`src/hw/load_fault_pkg.sv`:
```
// Shared constants and types for the load and fault switch controller
package load_fault_pkg;
    localparam int NUM_CH = 14;
    localparam int SEL_W = 8;
    localparam int CODE_W = 2;
    localparam int ADDR_W = 8;
    // Register byte offsets
    localparam logic [ADDR_W-1:0] OFS_CTRL = 8'h00;
    localparam logic [ADDR_W-1:0] OFS_INTERVAL = 8'h04;
    localparam logic [ADDR_W-1:0] OFS_FAULT = 8'h08;
    localparam logic [ADDR_W-1:0] OFS_MEASURE = 8'h0C;
    localparam logic [ADDR_W-1:0] OFS_LOAD = 8'h10;
    localparam logic [ADDR_W-1:0] OFS_LEVELS = 8'h14;
    localparam logic [ADDR_W-1:0] OFS_IRQ_STAT = 8'h18;
    localparam logic [ADDR_W-1:0] OFS_IRQ_MASK = 8'h1C;
    localparam logic [ADDR_W-1:0] OFS_INFO = 8'h20;
    // Field positions
    localparam int CTRL_CHANGE_ONLY = 0;
    localparam int CTRL_SAMPLE_EN = 1;
    localparam int FAULT_TYPE_LSB = 8;
    localparam int LEVELS_FUSE_BIT = 28;
    localparam int IRQ_W = 3;
    localparam int IRQ_REPORT = 0;
    localparam int IRQ_FUSE = 1;
    localparam int IRQ_CONTROL = 2;
    localparam int INTERVAL_W = 16;
    // Reset values
    localparam logic [1:0] CTRL_RESET = 2'h1;
    localparam logic [INTERVAL_W-1:0] INTERVAL_RESET = 16'h0001;
    localparam logic [SEL_W-1:0] SEL_NONE = 8'hFF;
    localparam logic [SEL_W-1:0] LAST_CH = 8'h0D;
    // Level codes
    localparam logic [CODE_W-1:0] LVL_LOW = 2'h0;
    localparam logic [CODE_W-1:0] LVL_HIGH = 2'h1;
    localparam logic [CODE_W-1:0] LVL_OPEN = 2'h2;
    // Fault type codes
    localparam logic [SEL_W-1:0] FT_BATT = 8'h01;
    localparam logic [SEL_W-1:0] FT_GND = 8'h02;
    // Timing: one sample interval unit of 1 ms at 125 MHz
    localparam int UNIT_US = 1000;
    localparam int CLK_MHZ = 125;
    localparam int CYC_PER_UNIT = UNIT_US * CLK_MHZ;
    localparam int UNIT_CNT_W = 17;

    typedef struct packed {
        logic [NUM_CH-1:0] short_batt;
        logic [NUM_CH-1:0] short_gnd;
        logic [NUM_CH-1:0] open_ckt;
        logic [NUM_CH-1:0] measure;
        logic [NUM_CH-1:0] load_b;
    } switch_drive_t;

    typedef struct packed {
        logic fuse;
        logic [NUM_CH*CODE_W-1:0] codes;
    } level_snap_t;

    typedef enum logic {
        MODE_FAULT_SIM,
        MODE_LOAD_SWITCH
    } board_mode_t;
endpackage

```
`src/hw/pin_sync.sv`:
```
// Two-stage synchroniser bank for pin inputs
module pin_sync
#(
    parameter int WIDTH = 1
)
(
    input wire logic clk,
    input wire logic rst_n,
    input wire logic [WIDTH-1:0] async_in,
    output logic [WIDTH-1:0] sync_out
);
    logic [WIDTH-1:0] meta_q;

    always_ff @(posedge clk or negedge rst_n)
    begin
        if (!rst_n)
        begin
            meta_q <= '0;
            sync_out <= '0;
        end
        else
        begin
            meta_q <= async_in;
            sync_out <= meta_q;
        end
    end
endmodule // pin_sync

```
`src/hw/load_fault_ctrl.sv`:
```
// Load switching and fault simulation controller with APB registers
// What this block does
// - Fuse flag reads zero while fuse intact, nonzero once blown.
// - Measure select 0 to 13 routes that channel to measurement.
// - Measure select outside 0 to 13 routes no channel.
// - One threshold status code for each of fourteen channels.
// - Code 0 below low, 1 above high, 2 in between.
// - Fault select 0 to 13 applies the fault to that channel only.
// - Fault select outside 0 to 13 disables fault simulation.
// - Fault type 1 shorts to battery, 2 shorts to ground.
// - Any other fault type opens the selected channel.
// - Load mode steers each channel to one of two loads.
// - Load bit 0 picks first load, 1 picks second load.
// - Every-step setting reports on every sample step.
// - Change-only setting reports only values that changed.
// - Fuse and levels sampled at a millisecond interval set by host.
// - Board runs in one mode; only matching controls take effect.
module load_fault_ctrl
    import load_fault_pkg::*;
#(
    parameter int CYCLES_PER_UNIT = CYC_PER_UNIT
)
(
    input wire logic clk,
    input wire logic rst_n,
    input wire logic psel,
    input wire logic penable,
    input wire logic pwrite,
    input wire logic [ADDR_W-1:0] paddr,
    input wire logic [31:0] pwdata,
    output logic [31:0] prdata,
    output logic pready,
    output logic pslverr,
    input wire logic fuse_blown_pin,
    input wire logic mode_strap_pin,
    input wire logic [NUM_CH-1:0] above_low_pin,
    input wire logic [NUM_CH-1:0] above_high_pin,
    output switch_drive_t drive,
    output logic irq
);
    localparam int SYNC_W = 2 * NUM_CH + 2;

    logic [SYNC_W-1:0] pins_s;
    logic fuse_s;
    logic strap_s;
    logic [NUM_CH-1:0] low_s;
    logic [NUM_CH-1:0] high_s;

    pin_sync #(.WIDTH(SYNC_W)) u_sync
    (
        .clk(clk),
        .rst_n(rst_n),
        .async_in({fuse_blown_pin, mode_strap_pin, above_low_pin, above_high_pin}),
        .sync_out(pins_s)
    );

    assign {fuse_s, strap_s, low_s, high_s} = pins_s;

    // Mode strap caught once, after the synchroniser has settled
    logic [1:0] boot_q;
    logic mode_valid_q;
    board_mode_t mode_q;

    always_ff @(posedge clk or negedge rst_n)
    begin
        if (!rst_n)
        begin
            boot_q <= '0;
            mode_valid_q <= 1'b0;
            mode_q <= MODE_FAULT_SIM;
        end
        else if (!mode_valid_q)
        begin
            boot_q <= boot_q + 2'h1;
            if (boot_q == 2'h3)
            begin
                mode_valid_q <= 1'b1;
                mode_q <= strap_s ? MODE_LOAD_SWITCH : MODE_FAULT_SIM;
            end
        end
    end

    // APB decode
    wire setup = psel & ~penable;
    wire access = psel & penable;
    wire wr = access & pwrite;
    wire hit_ctrl = paddr == OFS_CTRL;
    wire hit_interval = paddr == OFS_INTERVAL;
    wire hit_fault = paddr == OFS_FAULT;
    wire hit_measure = paddr == OFS_MEASURE;
    wire hit_load = paddr == OFS_LOAD;
    wire hit_levels = paddr == OFS_LEVELS;
    wire hit_stat = paddr == OFS_IRQ_STAT;
    wire hit_mask = paddr == OFS_IRQ_MASK;
    wire hit_info = paddr == OFS_INFO;
    wire hit_any = hit_ctrl | hit_interval | hit_fault | hit_measure | hit_load
        | hit_levels | hit_stat | hit_mask | hit_info;

    assign pready = access;
    assign pslverr = access & ~hit_any;

    logic [1:0] ctrl_q;
    logic [INTERVAL_W-1:0] interval_q;
    logic [SEL_W-1:0] fault_ch_q;
    logic [SEL_W-1:0] fault_type_q;
    logic [SEL_W-1:0] meas_sel_q;
    logic [NUM_CH-1:0] load_q;
    logic [IRQ_W-1:0] stat_q;
    logic [IRQ_W-1:0] mask_q;
    level_snap_t snap_q;

    wire change_only = ctrl_q[CTRL_CHANGE_ONLY];
    wire sample_en = ctrl_q[CTRL_SAMPLE_EN];
    wire [SEL_W-1:0] wr_fault_ch = pwdata[SEL_W-1:0];
    wire [SEL_W-1:0] wr_fault_type = pwdata[FAULT_TYPE_LSB +: SEL_W];
    wire [SEL_W-1:0] wr_meas = pwdata[SEL_W-1:0];
    wire [NUM_CH-1:0] wr_load = pwdata[NUM_CH-1:0];

    // controls of the other mode ignored
    wire fault_ctl_ok = mode_valid_q && mode_q == MODE_FAULT_SIM;
    wire load_ctl_ok = mode_valid_q && mode_q == MODE_LOAD_SWITCH;
    wire wr_fault = wr & hit_fault & fault_ctl_ok;
    wire wr_load_en = wr & hit_load & load_ctl_ok;
    wire wr_meas_en = wr & hit_measure;

    // in the change-only setting a control write counts as a transfer only if it changes something
    wire ctl_differs = (wr_fault && {wr_fault_type, wr_fault_ch} != {fault_type_q, fault_ch_q})
        || (wr_meas_en && wr_meas != meas_sel_q)
        || (wr_load_en && wr_load != load_q);
    wire ctl_write = wr_fault | wr_meas_en | wr_load_en;
    wire ctl_event = change_only ? ctl_differs : ctl_write;

    always_ff @(posedge clk or negedge rst_n)
    begin
        if (!rst_n)
        begin
            ctrl_q <= CTRL_RESET;
            interval_q <= INTERVAL_RESET;
            fault_ch_q <= SEL_NONE;
            fault_type_q <= SEL_NONE;
            meas_sel_q <= SEL_NONE;
            load_q <= '0;
            mask_q <= '0;
        end
        else
        begin
            if (wr & hit_ctrl)
                ctrl_q <= pwdata[1:0];
            if (wr & hit_interval)
                interval_q <= pwdata[INTERVAL_W-1:0];
            if (wr_fault)
            begin
                fault_ch_q <= wr_fault_ch;
                fault_type_q <= wr_fault_type;
            end
            if (wr_meas_en)
                meas_sel_q <= wr_meas;
            if (wr_load_en)
                load_q <= wr_load;
            if (wr & hit_mask)
                mask_q <= pwdata[IRQ_W-1:0];
        end
    end

    // level code per channel from the two comparators
    logic [NUM_CH*CODE_W-1:0] codes_now;
    logic [NUM_CH-1:0] meas_d;
    logic [NUM_CH-1:0] fsel_d;

    for (genvar ch = 0; ch < NUM_CH; ch++)
    begin : g_ch
        assign codes_now[ch*CODE_W +: CODE_W] = high_s[ch] ? LVL_HIGH
            : (!low_s[ch] ? LVL_LOW : LVL_OPEN);
        assign meas_d[ch] = meas_sel_q == SEL_W'(ch);
        assign fsel_d[ch] = fault_ch_q == SEL_W'(ch) && fault_ctl_ok;
    end

    wire type_batt = fault_type_q == FT_BATT;
    wire type_gnd = fault_type_q == FT_GND;
    // any other code opens the line
    wire type_open = !type_batt && !type_gnd;

    switch_drive_t drive_d;
    assign drive_d.short_batt = type_batt ? fsel_d : '0;
    assign drive_d.short_gnd = type_gnd ? fsel_d : '0;
    assign drive_d.open_ckt = type_open ? fsel_d : '0;
    assign drive_d.measure = meas_d;
    // load bit set selects the second load
    assign drive_d.load_b = load_ctl_ok ? load_q : '0;

    always_ff @(posedge clk or negedge rst_n)
    begin
        if (!rst_n)
            drive <= '0;
        else
            drive <= drive_d;
    end

    logic [UNIT_CNT_W-1:0] unit_cnt_q;
    logic [INTERVAL_W-1:0] step_cnt_q;
    wire unit_tick = unit_cnt_q == UNIT_CNT_W'(CYCLES_PER_UNIT - 1);
    // Interval zero acts as one instead of wrapping to the longest interval
    wire step_due = unit_tick
        && (interval_q == '0 || step_cnt_q >= interval_q - INTERVAL_W'(1));
    wire sample = step_due && sample_en;

    always_ff @(posedge clk or negedge rst_n)
    begin
        if (!rst_n)
        begin
            unit_cnt_q <= '0;
            step_cnt_q <= '0;
        end
        else
        begin
            unit_cnt_q <= unit_tick ? '0 : unit_cnt_q + UNIT_CNT_W'(1);
            if (unit_tick)
                step_cnt_q <= step_due ? '0 : step_cnt_q + INTERVAL_W'(1);
        end
    end

    level_snap_t snap_now;
    assign snap_now.fuse = fuse_s;
    assign snap_now.codes = codes_now;
    wire snap_differs = snap_now != snap_q;
    // report every step or only on change
    wire report_event = sample && (!change_only || snap_differs);
    wire fuse_event = sample && snap_now.fuse && !snap_q.fuse;

    // fuse flag held in the snapshot
    always_ff @(posedge clk or negedge rst_n)
    begin
        if (!rst_n)
            snap_q <= '0;
        else if (sample)
            snap_q <= snap_now;
    end

    // Sticky events, set wins over write-one-clear
    wire [IRQ_W-1:0] stat_set = {ctl_event, fuse_event, report_event};
    wire [IRQ_W-1:0] stat_clr = (wr & hit_stat) ? pwdata[IRQ_W-1:0] : '0;

    always_ff @(posedge clk or negedge rst_n)
    begin
        if (!rst_n)
            stat_q <= '0;
        else
            stat_q <= (stat_q & ~stat_clr) | stat_set;
    end

    assign irq = |(stat_q & mask_q);

    // Read data latched in the setup phase
    logic [31:0] rd_mux;
    always_comb
    begin
        rd_mux = '0;
        if (hit_ctrl)
            rd_mux[1:0] = ctrl_q;
        if (hit_interval)
            rd_mux[INTERVAL_W-1:0] = interval_q;
        if (hit_fault)
            rd_mux[2*SEL_W-1:0] = {fault_type_q, fault_ch_q};
        if (hit_measure)
            rd_mux[SEL_W-1:0] = meas_sel_q;
        if (hit_load)
            rd_mux[NUM_CH-1:0] = load_q;
        if (hit_levels)
            rd_mux[LEVELS_FUSE_BIT:0] = snap_q;
        if (hit_stat)
            rd_mux[IRQ_W-1:0] = stat_q;
        if (hit_mask)
            rd_mux[IRQ_W-1:0] = mask_q;
        if (hit_info)
            rd_mux[1:0] = {mode_valid_q, mode_q == MODE_LOAD_SWITCH};
    end

    always_ff @(posedge clk or negedge rst_n)
    begin
        if (!rst_n)
            prdata <= '0;
        else if (setup && !pwrite)
            prdata <= rd_mux;
    end
endmodule // load_fault_ctrl

```
`config.mk`:
```
export PLATFORM = sky130hd
export DESIGN_NAME = load_fault_ctrl
export DESIGN_NICKNAME = d
export VERILOG_FILES = /design/src/hw/load_fault_pkg.sv /design/src/hw/pin_sync.sv /design/src/hw/load_fault_ctrl.sv
export SDC_FILE = /design/constraint.sdc
export NUM_CORES = 1
export LEC_CHECK = 0
export BUFFER_PORTS_ARGS = -buffer_cell sky130_fd_sc_hd__buf_2
export CAP_MARGIN = 10
export CORE_MARGIN = 2
export CORE_UTILIZATION = 37
export DETAILED_ROUTE_END_ITERATION = 16
export SYNTH_ARGS = -nofsm -noshare
export SYNTH_HDL_FRONTEND = slang
export SYNTH_SLANG_ARGS = --single-unit
```
`constraint.sdc`:
```
create_clock -name clk -period 5.7 [get_ports clk]
set_input_delay 1.14 -clock clk [delete_from_list [all_inputs] [get_ports clk]]
set_output_delay 1.14 -clock clk [all_outputs]
set_load 0.005 [all_outputs]
```
-- Yosys cells after proc, flatten, opt, wreduce, memory -nomap -nowiden
Index checks and enable logic that the tools add are counted.
- bits of input ports: 75
- output and inout port bits: 105
- flip-flop bits (word level): 287
- logic and storage cells: 190
- reductions and logical operators: 41
- add/subtract/negate cells: 4
- mux-type cells: 48
- bitwise gates (word level): 31
- order comparisons: 1
- equality and inequality tests: 42
- operators with widths (kind ; count):
    $eq 8x4->1 const B ; 14
    $eq 8x3->1 const B ; 9
    $mux 14 ; 5
    $mux 2 ; 30
    $mux 16 ; 3
    $eq 8x2->1 const B ; 5
    $eq 8x5->1 const B ; 4
    $mux 29 ; 1
    $ne 29x29->1 ; 1
    $logic_and 1x1->1 ; 26
    $eq 8x1->1 const B ; 3
    $logic_not 8->1 ; 3
    $add 17x1->17 const B ; 1
    $eq 17x17->1 const B ; 1
    $mux 17 ; 1
    $add 16x1->16 const B ; 1
    $ge 16x16->1 ; 1
    $logic_not 16->1 ; 1
    $ne 16x16->1 ; 1
    $sub 16x1->16 const B ; 1
    $ne 14x14->1 ; 1
    $and 1x1->1 ; 13
    $or 1x1->1 ; 10
    $mux 3 ; 3
    14 further kinds ; 28

-- Logic depth before layout (Yosys ltp)
- depth in word-level cells: 11
- depth in mapped cells: 12
- gate-level depth less buffers: 12

-- Cells and area by module
Synthesis repeated with hierarchy kept, for this count alone.
- cells, all modules: 1038
- area total of the unflattened synthesis: 12304.3 um^2
- by module, submodules not included (module ; cells each ; area each (um^2) ; instances ; seq. area each (um^2)):
    load_fault_ctrl ; 978 ; 10802.9 ; 1 ; 5713.0
    pin_sync ; 60 ; 1501.4 ; 1 ; 1501.4

-- Worst setup path before layout
No wires, ideal clock.
- path type: input to output
- start point: input paddr[1]
- end point: output pslverr
- path slack: 2.218 ns
- stages on the path: 4
- arrival time: 2.342 ns
- path buffers: 1
- data required time: 4.560 ns
- path through: or4_1 -> buf_2 -> nor4_1 -> nor2_1
- cells in the longest elaborated chain, start to end: 11
- elaborated cells between the ends (all ways): 19
- RTL lines (item ; RTL line ; text):
    start, declared ; load_fault_ctrl.sv:29 ; input wire logic [ADDR_W-1:0] paddr,
    $eq 8x3->1 or $logic_not 8->1 (tied branches) ; load_fault_ctrl.sv:88, load_fault_ctrl.sv:87 ;
    $or 1x1->1 (4 in a row) ; load_fault_ctrl.sv:96 ; wire hit_any = hit_ctrl | hit_interval | hit_fault | hit_measure | hit_load
    $or 1x1->1 (3 in a row) ; load_fault_ctrl.sv:97 ; | hit_levels | hit_stat | hit_mask | hit_info;
    $or 1x1->1 (*) ; load_fault_ctrl.sv:97 ;
    $not 1->1 (*) ; load_fault_ctrl.sv:100 ; assign pslverr = access & ~hit_any;
    $and 1x1->1 (*) ; load_fault_ctrl.sv:100 ;
    end, declared ; load_fault_ctrl.sv:33 ; output logic pslverr,
Mark *: on every way between the ends. The rest lies on a longest branch, timed or not.

-- Worst setup path in the final report
Ends and elaborated chain as after synthesis.

==> impl_metrics.tcl <==
set metrics [dict create \
    synth.distinct_cells 76 \
    ff2ff_path_depth 11 \
    yosysSeqAreaShare_pct 58.3 \
    layout_commonest_cell "dfrtp_1" \
    clock_latency_ns 0.57 \
    hold_path.class "reg2reg" \
    tns_ns 0 \
    tightest_slew_ns 1.09 \
    cp_data_required_time_ns 4.56 \
    fin_nets 1308 \
    drv_cap 0 \
    endpoint_kind "output port" \
    layoutNonFillerInstCount 1682 \
    grt_pass1_wl_mm 47.5 \
    synth-async-reset-ratio_pct 100 \
    ff2ff_setup_slack_ns 1.95 \
    drc 0 \
    clk_pin_slew_ns 0.06 \
    comb_power_share_pct 4.7 \
    pwr-share-clk_pct 47.7 \
    hpwl_mm 21.3 \
    synth_fa_ha_area_share_pct 2.12 \
    crit_slowest_cell "or4_1" \
    rsz0062_at_grt "false" \
    internal-power_mw 3.41 \
    power_frac_seq_pct 47.6 \
    cts_setup_buffers 0 \
    critPathMostFrequentCell "buf_2" \
    setup_viol 0 \
    synthMuxAreaShare_pct 8.07 \
    ys.flop_type "dfrtp_1" \
    dp_slack_ns 1.66 \
    clock_sinks 287 \
    cp_data_arrival_time_ns 2.90 \
    switchingPower_mw 0.999 \
    die-area_mm2 0.0349 \
    cts_root_buffer "clkbuf_16" \
    leakage_nw 7.15 \
    finClkSkew_ns 0.0233 \
    coreArea_mm2 0.0327 \
    ir_worst_vdd_v 0.000221 \
    worstSetupStartpointType "input port" \
    rr_endpoint "snap_q[19]" \
    dieWidth_um 187 \
    syn_area_mm2 0.0124 \
    cp_max_fo 7 \
    holdBufCountCts 0 \
    cp-startpoint "paddr[1]" \
    antenna_found_initial 5 \
    nFillCells 3133 \
    crit_type "in2out" \
    fmax_ghz 0.247 \
    place_congestion 0.823 \
    clockBufferDepth 3 \
    timing.final.crit_share_pct 70.9 \
    yosys.area_share.simple_pct 15.0 \
    finalHoldViolCount 0 \
    start_util_pct 37.8 \
    swShare_pct 22.7 \
    cts_resized 0 \
    grt_pass1_vias 8492 \
    synth_edf_count 0 \
    ioPinCount 180 \
    grt_max_degree 115 \
    cp.depth 5 \
    final_cell_mix "dfrtp_1, buf_2, nor2_1" \
    drive_above_1_share_pct 28.5 \
    p_per_area_mw_per_mm2 300 \
    synth-xor-area-share_pct 7.08 \
    drt-total-wl_mm 29.4 \
    worstReg2RegStart "interval_q[2]" \
    critPathTopFamily "simple AND/OR/NAND/NOR gates" \
    drv_slew 0 \
    relSlewSlack_pct 27.1 \
    via_per_inst 4.97 \
    synth_top_family_by_area "simple AND/OR/NAND/NOR gates" \
    cts_tree "done" \
    cts-buffers-inserted 31 \
    row_count 66 \
    synth_seq_cells 287 \
    slowest_delay_ns 0.71 \
    status "complete, no violations" \
    vias 8354 \
    yosysWarningCount 0 \
    syn_inst 1056 \
    avgSynthCellArea_um2 11.7 \
    die_h_um 187 \
    grt_overflow 0 \
    htreeDepth 1 \
    ant_nets 0 \
    wl_per_cell_um 17.5 \
    dp.cells 1620 \
    final_util_pct 44.9 \
    cp_cell_sequence "buf_2 -> or4_1 -> nor4_1 -> nor2_1 -> buf_2" \
    layout_setup_ws_ns 1.66 \
    worst-path-buf-inv 2 \
    area_delta_synth_final_pct 18.8 \
    endpoint "pslverr" \
    post-route-min-period_ns 4.04 \
    drt_iter0_markers 589 \
    grt_util_all_layers_pct 17.0 \
    port-buffer-count 160 \
    synth_compound_area_share_pct 7.02 \
    firstDrtPassIters 7 \
]
how the worst min path moves through the flow:
stage | from | end | slack [ns] | cells past startpoint
after CTS | u_sync.meta_q[8] | u_sync.sync_out[8] | 0.35 | 0
final | u_sync.meta_q[18] | u_sync.sync_out[18] | 0.35 | 0
after global placement | u_sync.meta_q[12] | u_sync.sync_out[12] | 0.33 | 0
after global routing | u_sync.meta_q[8] | u_sync.sync_out[8] | 0.35 | 0
after floorplan | u_sync.meta_q[0] | u_sync.sync_out[0] | 0.33 | 0
after detailed placement | u_sync.meta_q[8] | u_sync.sync_out[8] | 0.34 | 0
routing by layer:
layer | wire length, um | global-route usage [%]
met5 | 26 | 0
met4 | 588 | 4.30
met3 | 1770 | 3.38
met2 | 13300 | 26.7
met1 | 13700 | 24.1
Yosys cell counts (all sizes together), types with 6 or more instances:
master | number | area [um2]
dfrtp | 261 | 6530
nor2 | 111 | 419
nand2 | 87 | 329
mux2 | 81 | 923
xor2 | 60 | 526
o21ai | 49 | 245
xnor2 | 40 | 350
clkbuf | 31 | 116
dfstp | 26 | 683
nor4 | 24 | 178
and3 | 21 | 131
ha | 21 | 263
inv | 21 | 78.8
nand3 | 20 | 105
nor3 | 20 | 116
nor2b | 19 | 119
nand4 | 16 | 115
buf | 15 | 98.8
nand2b | 15 | 93.8
a21oi | 11 | 58.8
a22oi | 10 | 75.1
a221oi | 8 | 70.1
or2 | 8 | 50.1
a31oi | 7 | 43.8
a22o | 6 | 52.6
o31ai | 6 | 45.0
final cells by class:
cell class                 instances  area (um2)  area share [%]
sequential                       287        7210            49.1
multi-input combinational        704        4880            33.2
timing repair buffer             167         876            5.96
clock buffer                      37         818            5.57
tap                              442         553            3.76
clock inverter                    21         267            1.81
inverter                          21        78.8           0.536
antenna                            3        7.51          0.0511
power by group through the flow:
stage,sequential (mW),combinational [mW],clock (mW)
after floorplan,2.13,0.105,0
after global placement,2.13,0.208,0
after detailed placement,2.14,0.211,0
after CTS,2.10,0.212,2.14
after global routing,2.10,0.236,2.25
final,2.10,0.208,2.10
sequential cells by signal, summed over array words and instances (netlist names):
name             cells
drive               70
u_sync.meta_q       30
u_sync.sync_out     30
prdata              29
snap_q              29
unit_cnt_q          17
interval_q          16
step_cnt_q          16
load_q              14
fault_ch_q           8
fault_type_q         8
meas_sel_q           8
mask_q               3
stat_q               3
boot_q               2
ctrl_q               2
mode_q               1
mode_valid_q         1
kinds of logic after synthesis:
kind of cell / Yosys count
AOI/OAI and AO/OA: 128
xor gates and xnor gates: 100
adders and majority gates: 21
buffers and inverters: 67
DFF: 287
muxes: 86
other: 1
and+or+nand+nor: 366
metrics by stage:
stage | hold slack (ns) | power [mW] | area, um2
finish | 0.348 | 4.41 | 14700
global route | 0.352 | 4.59 | 14700
CTS | 0.350 | 4.45 | 14700
detailed placement | 0.336 | 2.35 | 13600
global placement | 0.333 | 2.34 | 13600
floorplan | 0.331 | 2.23 | 12400
No activity file was read; power rests on OpenSTA's default activity.
